--- src/hw/ivp_pkg.sv ---
// Package of constants and carrier types for the interrupt vector placement block
package ivp_pkg;

  localparam int unsigned ADDR_W        = 13;
  localparam int unsigned SRC_W         = 5;
  localparam int unsigned CTL_W         = 8;

  // Program word addresses
  localparam logic [12:0] RESET_ADDR_APP = 13'h0000;
  localparam logic [12:0] BOOT_START_8K  = 13'h0C00;
  localparam logic [12:0] SLOT_16K       = 13'h0002;
  localparam logic [12:0] SLOT_8K        = 13'h0001;

  // Source index 0 is vector 2, index 24 is vector 26
  localparam logic [4:0]  SRC_LAST       = 5'h18;

  // Control register layout
  localparam int unsigned CTL_CE_BIT     = 0;
  localparam int unsigned CTL_SEL_BIT    = 1;
  localparam logic [7:0]  CTL_RESET      = 8'h00;

  // Change window length in cycles and its counter reset
  localparam logic [2:0]  CE_WINDOW      = 3'h4;
  localparam logic [2:0]  CE_IDLE        = 3'h0;

  // Boot-reset fuse encoding: one is unprogrammed
  localparam logic        FUSE_UNPROG    = 1'b1;

  // Cycles the strap synchronisers get before capture
  localparam logic [1:0]  STRAP_SETTLE   = 2'h2;

  typedef struct packed {
    logic             valid;
    logic [SRC_W-1:0] src;
  } ivp_ack_t;

  typedef struct packed {
    logic              valid;
    logic [ADDR_W-1:0] addr;
  } ivp_fetch_t;

  typedef enum logic [1:0] {
    IVP_SETTLE,
    IVP_CAPTURE,
    IVP_RUN
  } ivp_state_t;

endpackage

--- src/hw/ivp_ctl_reg.sv ---
// Core control register holding vector select and its change enable
`timescale 1ns/1ps

module ivp_ctl_reg (
  // Clock and reset
  input  wire logic       sys_clk,
  input  wire logic       resetn,
  // Register write and read
  input  wire logic       wr_en,
  input  wire logic [7:0] wr_data,
  output logic      [7:0] rd_data,
  // Control output
  output logic            vector_select_bit
);

  logic       sel_q;
  logic       ce_q;
  logic [2:0] window_q;
  logic       window_open;

  assign window_open = (window_q != ivp_pkg::CE_IDLE);

  // Writing one to change-enable opens a four-cycle window
  always_ff @(posedge sys_clk or negedge resetn)
  begin
    if (!resetn)
      window_q <= ivp_pkg::CE_IDLE;
    else if (wr_en && wr_data[ivp_pkg::CTL_CE_BIT])
      window_q <= ivp_pkg::CE_WINDOW;
    else if (wr_en && window_open)
      window_q <= ivp_pkg::CE_IDLE;
    else if (window_open)
      window_q <= window_q - 3'h1;
  end

  // Select only moves on a write inside the window with change-enable zero
  always_ff @(posedge sys_clk or negedge resetn)
  begin
    if (!resetn)
      sel_q <= ivp_pkg::CTL_RESET[ivp_pkg::CTL_SEL_BIT];
    else if (wr_en && window_open && !wr_data[ivp_pkg::CTL_CE_BIT])
      sel_q <= wr_data[ivp_pkg::CTL_SEL_BIT];
  end

  // Change-enable reads back set while the window is open
  always_ff @(posedge sys_clk or negedge resetn)
  begin
    if (!resetn)
      ce_q <= ivp_pkg::CTL_RESET[ivp_pkg::CTL_CE_BIT];
    else
      ce_q <= (wr_en && wr_data[ivp_pkg::CTL_CE_BIT]) || (window_open && !wr_en && window_q != 3'h1);
  end

  // Unused bits of this register read as zero
  always_comb
  begin
    rd_data                          = ivp_pkg::CTL_RESET;
    rd_data[ivp_pkg::CTL_SEL_BIT]    = sel_q;
    rd_data[ivp_pkg::CTL_CE_BIT]     = ce_q;
  end

  assign vector_select_bit = sel_q;

endmodule // ivp_ctl_reg

--- src/hw/ivp_top.sv ---
// Reset and interrupt vector address generator
`timescale 1ns/1ps

module ivp_top (
  // Clock and reset
  input  wire logic                           sys_clk,
  input  wire logic                           resetn,
  // Straps from fuses and part option
  input  wire logic                           boot_reset_fuse,
  input  wire logic                           part_is_8k,
  input  wire logic [ivp_pkg::ADDR_W-1:0]     boot_start_addr,
  // Core control register access
  input  wire logic                           ctl_wr_en,
  input  wire logic [ivp_pkg::CTL_W-1:0]      ctl_wr_data,
  output logic      [ivp_pkg::CTL_W-1:0]      ctl_rd_data,
  // Interrupt acknowledge from the core
  input  wire ivp_pkg::ivp_ack_t              ack_in,
  // Fetch addresses to the core
  output ivp_pkg::ivp_fetch_t                 reset_fetch,
  output ivp_pkg::ivp_fetch_t                 vector_fetch,
  // Status
  output logic                                vector_select_bit,
  output logic                                straps_ready
);

  logic                      fuse_s1_q;
  logic                      fuse_s2_q;
  logic                      part_s1_q;
  logic                      part_s2_q;
  logic [ivp_pkg::ADDR_W-1:0] boot_s1_q;
  logic [ivp_pkg::ADDR_W-1:0] boot_s2_q;

  logic                      fuse_q;
  logic                      part8k_q;
  logic [ivp_pkg::ADDR_W-1:0] boot_q;
  logic [1:0]                settle_q;
  ivp_pkg::ivp_state_t       state_q;
  ivp_pkg::ivp_fetch_t       reset_fetch_q;
  ivp_pkg::ivp_fetch_t       vector_fetch_q;

  logic [ivp_pkg::ADDR_W-1:0] boot_eff;
  logic [ivp_pkg::ADDR_W-1:0] slot;
  logic [ivp_pkg::ADDR_W-1:0] table_base;
  logic [ivp_pkg::ADDR_W-1:0] vec_num;
  logic [ivp_pkg::ADDR_W-1:0] vec_addr;
  logic [ivp_pkg::ADDR_W-1:0] reset_addr;

  ivp_ctl_reg u_ctl (
    .sys_clk           (sys_clk),
    .resetn            (resetn),
    .wr_en             (ctl_wr_en),
    .wr_data           (ctl_wr_data),
    .rd_data           (ctl_rd_data),
    .vector_select_bit (vector_select_bit)
  );

  // Straps come from outside the clock domain
  always_ff @(posedge sys_clk or negedge resetn)
  begin
    if (!resetn)
    begin
      fuse_s1_q <= ivp_pkg::FUSE_UNPROG;
      fuse_s2_q <= ivp_pkg::FUSE_UNPROG;
      part_s1_q <= 1'b0;
      part_s2_q <= 1'b0;
      boot_s1_q <= ivp_pkg::RESET_ADDR_APP;
      boot_s2_q <= ivp_pkg::RESET_ADDR_APP;
    end
    else
    begin
      fuse_s1_q <= boot_reset_fuse;
      fuse_s2_q <= fuse_s1_q;
      part_s1_q <= part_is_8k;
      part_s2_q <= part_s1_q;
      boot_s1_q <= boot_start_addr;
      boot_s2_q <= boot_s1_q;
    end
  end

  // Sequencer: let synchronisers fill, capture straps once, then run
  always_ff @(posedge sys_clk or negedge resetn)
  begin
    if (!resetn)
    begin
      state_q  <= ivp_pkg::IVP_SETTLE;
      settle_q <= 2'h0;
    end
    else
    begin
      unique case (state_q)
        ivp_pkg::IVP_SETTLE:
        begin
          settle_q <= settle_q + 2'h1;
          if (settle_q == ivp_pkg::STRAP_SETTLE)
            state_q <= ivp_pkg::IVP_CAPTURE;
        end
        ivp_pkg::IVP_CAPTURE:
          state_q <= ivp_pkg::IVP_RUN;
        ivp_pkg::IVP_RUN:
          state_q <= ivp_pkg::IVP_RUN;
        // Unused fourth code falls back to settling
        default:
          state_q <= ivp_pkg::IVP_SETTLE;
      endcase
    end
  end

  // Fuses are read once per reset; later pin changes have no effect
  always_ff @(posedge sys_clk or negedge resetn)
  begin
    if (!resetn)
    begin
      fuse_q   <= ivp_pkg::FUSE_UNPROG;
      part8k_q <= 1'b0;
      boot_q   <= ivp_pkg::RESET_ADDR_APP;
    end
    else if (state_q == ivp_pkg::IVP_SETTLE && settle_q == ivp_pkg::STRAP_SETTLE)
    begin
      fuse_q   <= fuse_s2_q;
      part8k_q <= part_s2_q;
      boot_q   <= boot_s2_q;
    end
  end

  // 8K part covers only the 2K-byte boot section case
  assign boot_eff   = part8k_q ? ivp_pkg::BOOT_START_8K : boot_q;
  assign slot       = part8k_q ? ivp_pkg::SLOT_8K : ivp_pkg::SLOT_16K;

  // Fuse value one means unprogrammed
  assign reset_addr = (fuse_q == ivp_pkg::FUSE_UNPROG) ? ivp_pkg::RESET_ADDR_APP : boot_eff;

  assign table_base = vector_select_bit ? boot_eff : ivp_pkg::RESET_ADDR_APP;

  // Source index 0 is vector number 2, whose offset is one slot
  assign vec_num    = ivp_pkg::ADDR_W'(ack_in.src) + 13'h0001;

  // Product of small values; cast keeps address width
  assign vec_addr   = ivp_pkg::ADDR_W'(table_base + ivp_pkg::ADDR_W'(vec_num * slot));

  // One reset fetch per reset, after straps are captured
  always_ff @(posedge sys_clk or negedge resetn)
  begin
    if (!resetn)
      reset_fetch_q <= '0;
    else
    begin
      reset_fetch_q.valid <= (state_q == ivp_pkg::IVP_CAPTURE);
      if (state_q == ivp_pkg::IVP_CAPTURE)
        reset_fetch_q.addr <= reset_addr;
    end
  end

  // Vector goes out only on an acknowledge of a legal source
  always_ff @(posedge sys_clk or negedge resetn)
  begin
    if (!resetn)
      vector_fetch_q <= '0;
    else
    begin
      vector_fetch_q.valid <= ack_in.valid && (ack_in.src <= ivp_pkg::SRC_LAST) && (state_q == ivp_pkg::IVP_RUN);
      if (ack_in.valid && (ack_in.src <= ivp_pkg::SRC_LAST))
        vector_fetch_q.addr <= vec_addr;
    end
  end

  assign reset_fetch  = reset_fetch_q;
  assign vector_fetch = vector_fetch_q;
  assign straps_ready = (state_q == ivp_pkg::IVP_RUN);

endmodule // ivp_top

--- config.mk ---
export PLATFORM = sky130hd
export DESIGN_NAME = ivp_top
export DESIGN_NICKNAME = d
export VERILOG_FILES = /design/src/hw/ivp_pkg.sv /design/src/hw/ivp_ctl_reg.sv /design/src/hw/ivp_top.sv
export SDC_FILE = /design/constraint.sdc
export NUM_CORES = 1
export LEC_CHECK = 0
export BUFFER_PORTS_ARGS = -buffer_cell sky130_fd_sc_hd__clkbuf_2
export CAP_MARGIN = 20
export CORE_ASPECT_RATIO = 2
export CORE_MARGIN = 3
export CORE_UTILIZATION = 50
export CTS_CLUSTER_SIZE = 30
export DETAILED_ROUTE_END_ITERATION = 16
export PLACE_DENSITY_LB_ADDON = 0.08
export SYNTH_ARGS = -nofsm -noshare
export SYNTH_HDL_FRONTEND = slang
export SYNTH_HIERARCHICAL = 1
export SYNTH_SLANG_ARGS = --single-unit
--- constraint.sdc ---
create_clock -name sys_clk -period 2.9 [get_ports sys_clk]
set_clock_uncertainty 0.1 [all_clocks]
set_input_delay 0 -clock sys_clk [delete_from_list [all_inputs] [get_ports sys_clk]]
set_output_delay 0 -clock sys_clk [all_outputs]
set_load 0.02 [all_outputs]
# --- Word level (Yosys, flattened, before mapping) ---
# Index checks and enable logic that the tools add are counted.
op_classes:
  addsub: 4
  multipliers: 1
  magnitude_cmp: 1
  eq_ne: 5
  muxes: 9
  reduce_logical: 15
ops:
  columns: ["op", "n"]
  rows:
  - ["two-way mux 13 bit", 3]
  - ["adder 13 x 8 -> 13 bit", 1]
  - ["two-way mux 3 bit", 3]
  - ["logical AND 1 bit", 8]
  - ["multiplier 6 x 2 -> 8 bit", 1]
  - ["adder 5 x 1 -> 6 bit (second input constant)", 1]
  - ["nonzero test 3 bit", 2]
  - ["<= comparator 5 bit (second input constant)", 1]
  - ["== test 2 bit (second input constant)", 2]
  - ["two-way mux 2 bit", 2]
  - ["one-hot mux 2 bit (2 select lines)", 1]
  - ["inequality test 3 x 1 -> 1 bit (second input constant)", 1]
  - ["subtractor 3 x 1 -> 3 bit (second input constant)", 1]
  - ["adder 2 x 1 -> 2 bit (second input constant)", 1]
  - ["== test 2 x 1 -> 1 bit (second input constant)", 1]
  - ["logical NOT 1 bit", 2]
  - ["logical NOT 2 bit", 1]
  - ["inequality test 2 x 1 -> 1 bit (second input constant)", 1]
  - ["OR reduction 2 bit", 1]
  - ["logical OR 1 bit", 1]
word_totals:
  reg_bits: 82
  input_bits: 32

# --- Depth between registers and ports, before layout ---
# Gate-level depths: netlist of the first run.
depth:
  word_depth: 4
  mapped_depth: 12
  ltp_nobuf: 11

# --- By module ---
# Netlist of the first run, hierarchy kept.
modules_own_cells:
  columns: ["mod", "n_inst", "cells_each", "area_per_inst_um2", "seq_area_each_um2"]
  rows:
  - ["ivp_top", 1, 282, 3373.2, 1930.6]
  - ["ivp_ctl_reg", 1, 33, 341.6, 125.1]

# --- Least setup slack after synthesis of the first run ---
# Ideal clock, no wire load.
synth_timing:
  path_type: "register to register"
  startpoint: "register part8k_q"
  endpoint: "register vector_fetch_q (netlist bit vector_fetch[7])"
  t_arrival_ps: 2881
  path_slack_ps: -197
  stages_incl_launch_ff: 11
  n_path_buf: 2
  path_cell_list: "dfrtp_1 clkbuf_1 buf_1 o21ai_0 ha_1 ha_1 fa_1 a211o_1 a21o_1 a2111o_1 o311ai_0"
synth_between:
  elab_chain_cells: 3
synth_lines:
  columns: ["element", "line", "text"]
  rows:
  - ["start, declared", "ivp_top.sv:34", "logic part8k_q;"]
  - ["start signal, assigned", "ivp_top.sv:120", "part8k_q <= part_s2_q;"]
  - ["two-way mux 2 bit or two-way mux 13 bit (tied branches)", "ivp_top.sv:127, ivp_top.sv:126", null]
  - ["multiplier 6 x 2 -> 8 bit or two-way mux 13 bit (tied branches)", "ivp_top.sv:138, ivp_top.sv:132", null]
  - ["adder 13 x 8 -> 13 bit (*)", "ivp_top.sv:138", "assign vec_addr = ivp_pkg::ADDR_W'(table_base + ivp_pkg::ADDR_W'(vec_num * slot));"]
  - ["end, declared", "ivp_top.sv:39", "ivp_pkg::ivp_fetch_t vector_fetch_q;"]
# Every way passes the cells marked *; elsewhere a longest branch is shown, timed or not.
# A chain may end at the register's enable or synchronous reset.

# --- Worst setup path after layout of the first run ---
# Same ends and word-level chain as after synthesis.

==> impl_metrics.ini, run 1 <==
[finish]
nets = 462
area_growth_pct = 29.9
n_antenna_cell = 0
finalNonFillerCells = 501
stdcell_area_sq_um = 4830
fill_cells = 571
drive_gt1_share_pct = 32.1
seq_area_sq_um = 2060
multi_input_area_sq_um = 1630

[synthesis]
yosysWarnings = 6
synth_most_common_cell = dfrtp_1
syn_avg_cell_area_sq_um = 11.8
synth.largest_area_cell = dfrtp_1
syn_inst = 315
synth_area_leaders = dfrtp_1 53%, ha_1 7.7%, mux2_2 4.5%
synthFlopType = dfrtp_1
synth_cell_types = 53
syn_area_sq_um = 3710
ys_async_sr_fraction_pct = 100
ys_seq_area_share_pct = 55.3
synth-seq-cells = 82
yosysTopAreaCellShare_pct = 53.2
synth_edf_count = 0
synthTopCellsByCount = 79 x dfrtp_1, 28 x nand2_1, 23 x ha_1

[pwr]
vdd.ir_drop.worst_uv = 512
cellPowerDensity_nw_per_um2 = 672
p_leak_nw = 2.33

[place]
pre_cts_slack_ns = -0.106
hpwl_um = 5680
dp_cells = 461
post_dp_cell_area_sq_um = 4150
port_buffers = 57
gp_congestion = 0.881

[cts]
clock_sinks = 82
clockRootBuffer = clkbuf_16
tritoncts = built
htreeDepth = 3
numCtsBuffers = 9
cts.path.max_buffers = 2
clk_latency_ns = 0.33
clkTransAtPathRegs_ns = 0.06

[floorplan]
core.rowCount = 43
io_pins = 70
die_w_um = 67.0
die-area_sq_um = 8560
die_y_um = 128
start_util_pct = 52.3
core_area_sq_um = 7100

[worst_setup_path]
path_delay_family = compound AO/OA/AOI/OAI gates
crit_fanout = 8
crit_path_max_incr_delay_ns = 0.45
required_ns = 3.03
crit_slowest_cell = dfrtp_2
cp-end-kind = flip-flop
path_cells = buf_12, o21ai_1, ha_4, ha_2, fa_2, a211o_1, a21o_1, a2111o_1, o311ai_1
cp.arrival_ns = 2.93
path_class = reg -> reg
path_buf_inv = 1
startpoint_type = flip-flop

[hold_path]
min_path_type = in -> reg

[global_route]
track_usage_pct = 20.0
grt_pass1_wl_um = 12700
grt_pass1_vias = 2828
grt_max_degree = 53
antenna_found_initial = 0
gr-total-overflow = 0

[route]
wl_um = 7860
drcViolationCount = 0
drt-initial-drc-count = 122
via_per_inst = 5.31
wire_per_inst_um = 15.7
final_antenna_net_count = 0
vias = 2658
drt_first_pass_iters = 4

[sta]
final.min_clock_period_ns = 2.80
setup_ws_ns = 0.0983
final_max_slew_viol_count = 0
hold_viol_final = 0
relSlewSlack_pct = 47.3
finalSetupViolCount = 0
worst_pin_slew_ns = 0.788
rsz0062_at_grt = true
fin_tns_setup_ns = 0
whs_ns = 0.0803
timing.fmax_mhz = 357
min_period_over_period_pct = 96.6

[flow_run]
cap_violations = 0

[outcome]
outcome = completed
[routing by layer]
metal / track usage [%] / wire (um)
met1: 20.1 / 2840
met4: 11.6 / 323
met5: 0 / 0
met2: 35.8 / 4470
met3: 5.00 / 226
[registers in the layout (all words and copies together), names as in the netlist]
signal,count
part8k_q,1
u_ctl/window_q,3
settle_q,2
reset_fetch,14
part_s2_q,1
fuse_s1_q,1
boot_s2_q,13
fuse_s2_q,1
u_ctl/ce_q,1
u_ctl/vector_select_bit,1
state_q,2
boot_q,13
boot_s1_q,13
part_s1_q,1
vector_fetch,14
fuse_q,1
[power breakdown]
part           internal (W)  switching (W)
combinational      0.000343       0.000409
clock              0.000718       0.000443
sequential          0.00126      0.0000693
total               0.00232       0.000921
[through the flow]
stage               util [%]  power, W
floorplan                  -   0.00179
global placement        58.4   0.00200
detailed placement      58.4   0.00201
CTS                     66.2   0.00323
global route            68.0   0.00343
finish                  68.0   0.00325
[logic make-up (layout without fill, tap and decap cells)]
family                     after synthesis  count (layout)  synth area share [%]
AOI/OAI and AO/OA                       70              70                  13.9
xor gates and xnor gates                 5               5                  1.18
adders and majority gates               24              24                  8.29
buffers and inverters                   36             127                  4.65
DFF                                     82              82                  55.3
muxes                                   18              18                  5.49
other                                    1               6                 0.101
and+or+nand+nor                         79              79                  11.1
[layout make-up]
class	count	share of cell area [%]
clock buffer	11	5.24
clock inverter	5	1.24
inverter	15	1.17
multi-input combinational	202	33.7
sequential	82	42.6
tap	90	2.33
timing repair buffer	96	13.7
[worst reg2reg max path: cells and delay by family (launching register included)]
kind | cells | cell delay, ns
AO/OA/AOI/OAI | 5 | 1.23
flip-flops | 1 | 0.45
buffers and inverters | 1 | 0.16
adder cells (fa/ha/maj) | 3 | 0.77
[path summary, 6_finish.rpt]
| kind | startpoint | endpoint | cells past startpoint | slack, ns |
|---|---|---|---|---|
| setup / recovery | part8k_q | vector_fetch[7] | 9 | 0.1 |
| hold / removal | ack_in[5] | vector_fetch[10] | 5 | 0.08 |
| setup reg to reg | part8k_q | vector_fetch[7] | 9 | 0.1 |
| hold reg to reg | part_s1_q | part_s2_q | 0 | 0.25 |
| max in group asynchronous | resetn | fuse_s1_q | 3 | 1.84 |
| min in group asynchronous | resetn | vector_fetch[13] | 2 | 0.14 |
[what timing repair did]
item / CTS / global route
hold endpoints to repair: 69 / 0
gates resized for setup: 4 / 17
endpoints found under the setup margin: 7 / 7
hold buffers: 20 / 0
pin swaps: 3 / 9
setup buffers: 3 / 0
gates cloned: 0 / 1
[cell usage in the layout, fill, tap and decap left out, types with 3 or more instances in the layout]
cell           netlist  routed
a211oi_1             5       5
nor2b_1              4       3
nor2_1              11      11
buf_4                8      18
ha_4                 0       6
o21ai_1              0       4
dlygate4sd3_1        0      20
dfrtp_1             79      77
nand2_1             28      28
o21ai_0             13       9
mux2_2              15      15
conb_1               1       6
a21o_1               5       5
nand3_1              9       9
and2_1              12      11
clkbuf_2             0      56
ha_1                23      16
nand3b_1             3       3
a22o_1              11      11
xnor2_1              3       3
clkbuf_16            0      10
o21a_1               3       3
inv_1               15      15
dfstp_2              3       3
o31ai_1              4       4
a211o_1              4       4
a21oi_1              6       4
No activity file was read; power rests on OpenSTA's default activity.
==> run 2, diff against run 1 <==
--- a/config.mk
+++ b/config.mk
@@ -9,7 +9,7 @@
 export CAP_MARGIN = 20
 export CORE_ASPECT_RATIO = 2
 export CORE_MARGIN = 3
-export CORE_UTILIZATION = 50
+export CORE_UTILIZATION = 30
 export CTS_CLUSTER_SIZE = 30
 export DETAILED_ROUTE_END_ITERATION = 16
 export PLACE_DENSITY_LB_ADDON = 0.08
==> impl_metrics.ini, run 2 (synthesis gave the netlist of run 1 again) <==
[outcome]
outcome = completed

[global_route]
use_met1_pct = 13.0
grt_max_degree = 43
grt_busiest_layer = met2
grt_pass1_wl_um = 13600
antenna_found_initial = 0
gr-total-overflow = 0
met3_usage_pct = 2.17
globalRouteMet2Util_pct = 24.9
grt_pass1_vias = 2669
track_usage_pct = 12.8

[finish]
area_growth_pct = 28.8
nets = 458
stdcell_area_sq_um = 4780
mostFrequentLayoutCell = dfrtp_1
mostFrequentLayoutCells = 78 x dfrtp_1, 56 x clkbuf_2, 28 x nand2_1
finish.utilization_pct = 40.2
n_antenna_cell = 0
drive_gt1_share_pct = 30.2

[sta]
whs_ns = 0.106
final_max_slew_viol_count = 0
finalSetupViolCount = 0
hold_viol_final = 0
min_period_over_period_pct = 97.4
worst_pin_slew_ns = 0.685
relSlewSlack_pct = 54.2
timing.fmax_mhz = 354
final.min_clock_period_ns = 2.82
rsz0062_at_grt = true

[floorplan]
core.rowCount = 56
core_area_sq_um = 11900
die-area_sq_um = 13800
start_util_pct = 31.2
die_w_um = 84.7
die_y_um = 163
io_pins = 70

[worst_setup_path]
required_ns = 3.03
crit_slowest_cell = dfrtp_1
path_class = reg -> reg
path_cells = buf_6, buf_4, nor2b_1, ha_1, ha_2, fa_2, a211o_1, a21o_1, a2111o_1, o311ai_1
cp-end-kind = flip-flop
cp.arrival_ns = 2.96
startpoint_type = flip-flop
crit_path_max_incr_delay_ns = 0.43
crit_fanout = 8

[place]
hpwl_um = 6520
gp_congestion = 0.803
post_dp_cell_area_sq_um = 4180
port_buffers = 57

[cts]
htreeDepth = 3
clockRootBuffer = clkbuf_16
clock_sinks = 82
numCtsBuffers = 9
cts.path.max_buffers = 2
tritoncts = built
clkTransAtPathRegs_ns = 0.06
clk_latency_ns = 0.33

[route]
vias = 2585
drcViolationCount = 0
wire_per_inst_um = 15.7
final_antenna_net_count = 0
via_per_inst = 4.68
drt-initial-drc-count = 66
drt_first_pass_iters = 4
wl_um = 8690

[flow_run]
cap_violations = 0

[pwr]
cellPowerDensity_nw_per_um2 = 668
p_leak_nw = 2.29
vdd.ir_drop.worst_uv = 352

[hold_path]
min_path_type = in -> async
==> run 2: stage by stage <==
stage	setup slack, ns	total power, W	cells	setup TNS (ns)
after global routing	-0.0172	0.00336	552	-0.0335
after global placement	0.0272	0.00200	513	0
after CTS	0.0176	0.00321	549	0
after floorplan	0.0453	0.00179	320	0
final	0.0751	0.00320	552	0
after detailed placement	0.0445	0.00201	513	0
==> run 2: critical path, delay by kind of cell, from the launching register on <==
family | cells | cell delay (ns)
buf+inv | 2 | 0.32
fa+ha+maj | 3 | 0.72
simple gates | 1 | 0.13
compound gates | 4 | 1.03
flops | 1 | 0.43
==> run 2: timing repair <==
item	CTS	global route
endpoints found under the hold margin	60	0
hold buffers	20	0
buffers inserted	0	3
gates resized for setup	0	18
setup endpoints to repair	0	6
==> run 2: area by class of cell <==
type	instances	area (sq um)
clock buffers	10	229
flip-flops and latches	82	2060
well taps	145	181
fillers	1191	7130
multi-input cells	202	1590
repair buffers	92	604
inverters	15	56.3
clock inverters	6	65.1
==> run 2: final timing paths <==
| check | start | to | slack, ns | cells after the start |
|---|---|---|---|---|
| min in group sys_clk | ack_in[0] | vector_fetch[0] | 0.11 | 5 |
| setup / recovery | part8k_q | vector_fetch[7] | 0.08 | 10 |
| max in group asynchronous | resetn | fuse_q | 1.83 | 3 |
| hold / removal | resetn | vector_fetch[13] | 0.11 | 2 |
| hold reg to reg | boot_s1_q[2] | boot_s2_q[2] | 0.25 | 0 |
| setup reg to reg | part8k_q | vector_fetch[7] | 0.08 | 10 |
==> run 2: power breakdown <==
group / leakage (nW) / switching [W] / internal [W]
registers: 0.983 / 0.0000682 / 0.00126
logic: 1.16 / 0.000401 / 0.000324
clock network: 0.143 / 0.000471 / 0.000671
==> run 2: per-layer routing <==
| metal | share of wire (%) | up-vias |
|---|---|---|
| li1 | - | 1270 |
| met5 | 0 | - |
| met3 | 3.0 | 8 |
| met4 | 1.8 | 0 |
| met2 | 58 | 41 |
| met1 | 37 | 1266 |
==> run 3, diff against run 2 <==
--- a/config.mk
+++ b/config.mk
@@ -9,10 +9,11 @@
 export CAP_MARGIN = 20
 export CORE_ASPECT_RATIO = 2
 export CORE_MARGIN = 3
-export CORE_UTILIZATION = 30
+export CORE_UTILIZATION = 37
 export CTS_CLUSTER_SIZE = 30
 export DETAILED_ROUTE_END_ITERATION = 16
 export PLACE_DENSITY_LB_ADDON = 0.08
+export REMOVE_ABC_BUFFERS = 1
 export SYNTH_ARGS = -nofsm -noshare
 export SYNTH_HDL_FRONTEND = slang
 export SYNTH_HIERARCHICAL = 1
==> impl_metrics.ini, run 3 (synthesis gave the netlist of run 1 again) <==
[route]
vias = 2603
drcViolationCount = 0
drt_first_pass_iters = 4
wl_um = 7780
via_per_inst = 4.83
drt-initial-drc-count = 191
final_antenna_net_count = 0
wire_per_inst_um = 14.4

[hold_path]
whs_path_depth = 5
min_path_type = in -> reg

[floorplan]
io_pins = 70
core_area_sq_um = 9760
die-area_sq_um = 11400
core.rowCount = 51
die_w_um = 76.9
start_util_pct = 38.0
die_y_um = 148

[finish]
n_antenna_cell = 0
seq_area_sq_um = 2060
stdcell_area_sq_um = 4790
area_growth_pct = 29.0
fill_cells = 916
finish.utilization_pct = 49.1
multi_input_area_sq_um = 1560
mostFrequentLayoutCells = 78 x dfrtp_1, 56 x clkbuf_2, 28 x nand2_1
nets = 458
mostFrequentLayoutCell = dfrtp_1
drive_gt1_share_pct = 29.7

[worst_setup_path]
path_delay_family = compound AO/OA/AOI/OAI gates
cp.depth = 11
path_buf_inv = 1
cp.arrival_ns = 2.93
startpoint_type = flip-flop
required_ns = 3.01
path_class = reg -> reg
crit_path_max_incr_delay_ns = 0.44
r2r_cells = 11
path_cells = buf_6, nand3b_1, a21oi_1, a31oi_1, o21a_1, ha_1, ha_4, a211o_1, a21o_1, a2111o_1, o311ai_0
cp-end-kind = flip-flop
crit_fanout = 7
crit_slowest_cell = dfrtp_2

[flow_run]
cap_violations = 0

[place]
post_dp_cell_area_sq_um = 4150
gp_congestion = 0.793
port_buffers = 57
hpwl_um = 5600

[pwr]
totalPowerFinal_w = 0.00328
vdd.ir_drop.worst_uv = 611
p_leak_nw = 2.30
cellPowerDensity_nw_per_um2 = 686

[sta]
finalSetupViolCount = 0
timing.fmax_mhz = 355
relSlewSlack_pct = 49.1
rsz0062_at_grt = false
min_period_over_period_pct = 97.0
worst_pin_slew_ns = 0.761
whs_ns = 0.0343
final.min_clock_period_ns = 2.81
hold_viol_final = 0
fin_tns_setup_ns = 0
final_max_slew_viol_count = 0

[cts]
clk_latency_ns = 0.33
clock_sinks = 82
numCtsBuffers = 9
clockRootBuffer = clkbuf_16
cts.path.max_buffers = 2
tritoncts = built
htreeDepth = 3
clkTransAtPathRegs_ns = 0.06

[global_route]
antenna_found_initial = 0
grt_max_degree = 83
grt_pass1_wl_um = 13000
grt_pass1_vias = 2643
track_usage_pct = 14.6
gr-total-overflow = 0

[outcome]
outcome = completed
[run 3: cell types whose count changed in the layout (fill, tap and decap cells not counted), sizes merged]
| cell | previous run | this run |
|---|---|---|
| dlygate4sd3 | 20 | 21 |
| clkinvlp | 1 | 2 |
| inv | 17 | 16 |
| buf | 16 | 15 |
| clkinv | 2 | 1 |
| bufinv | 1 | 2 |
[run 3: cell type report]
cell class	instances	area share [%]
Clock buffer	10	4.99
Timing Repair Buffer	92	13.0
Tap cell	132	3.45
Clock inverter	6	1.85
Sequential cell	82	42.9
Multi-Input combinational cell	202	32.6
Inverter	15	1.18
[run 3: worst register-to-register path, delay by kind of cell, from the launching register on]
kind                       cells  cell delay, ns
buffers and inverters          1            0.15
and+or+nand+nor                1            0.15
adders and majority gates      2            0.51
AOI/OAI and AO/OA              7            1.34
DFF                            1            0.44
[run 3: report_power, final]
part           switching, W  internal [W]  leakage, nW
sequential        0.0000641       0.00126        0.983
clock              0.000457      0.000779        0.155
combinational      0.000399      0.000324         1.16
[run 3: per-layer routing]
metal	up-vias	share of wire, %	track usage (%)
met4	0	2.2	6.53
li1	1273	-	-
met5	-	0	0
met2	57	55	26.7
met1	1260	38	15.4
met3	13	4.3	3.66
[run 3: metrics by stage]
stage	cells	setup slack (ns)
finish	539	0.0866
global route	539	0.00792
CTS	536	0.0267
detailed placement	498	-0.0797
global placement	498	0.0123
floorplan	299	-0.232
[run 3: worst paths after layout]
path / start / end / slack, ns
max: part8k_q / vector_fetch[7] / 0.09
min: ack_in[5] / vector_fetch[11] / 0.03
max reg2reg: part8k_q / vector_fetch[7] / 0.09
min reg2reg: boot_s1_q[10] / boot_s2_q[10] / 0.24
max in group asynchronous: resetn / fuse_s2_q / 1.57
min in group asynchronous: resetn / vector_fetch[13] / 0.50
[run 3: timing repair]
item,in CTS,in global routing
hold buffers,20,1
buffers inserted,2,0
pin swaps,2,5
cloned,0,1
endpoints found under the setup margin,3,6
gates resized for setup,3,11
endpoints found under the hold margin,99,11
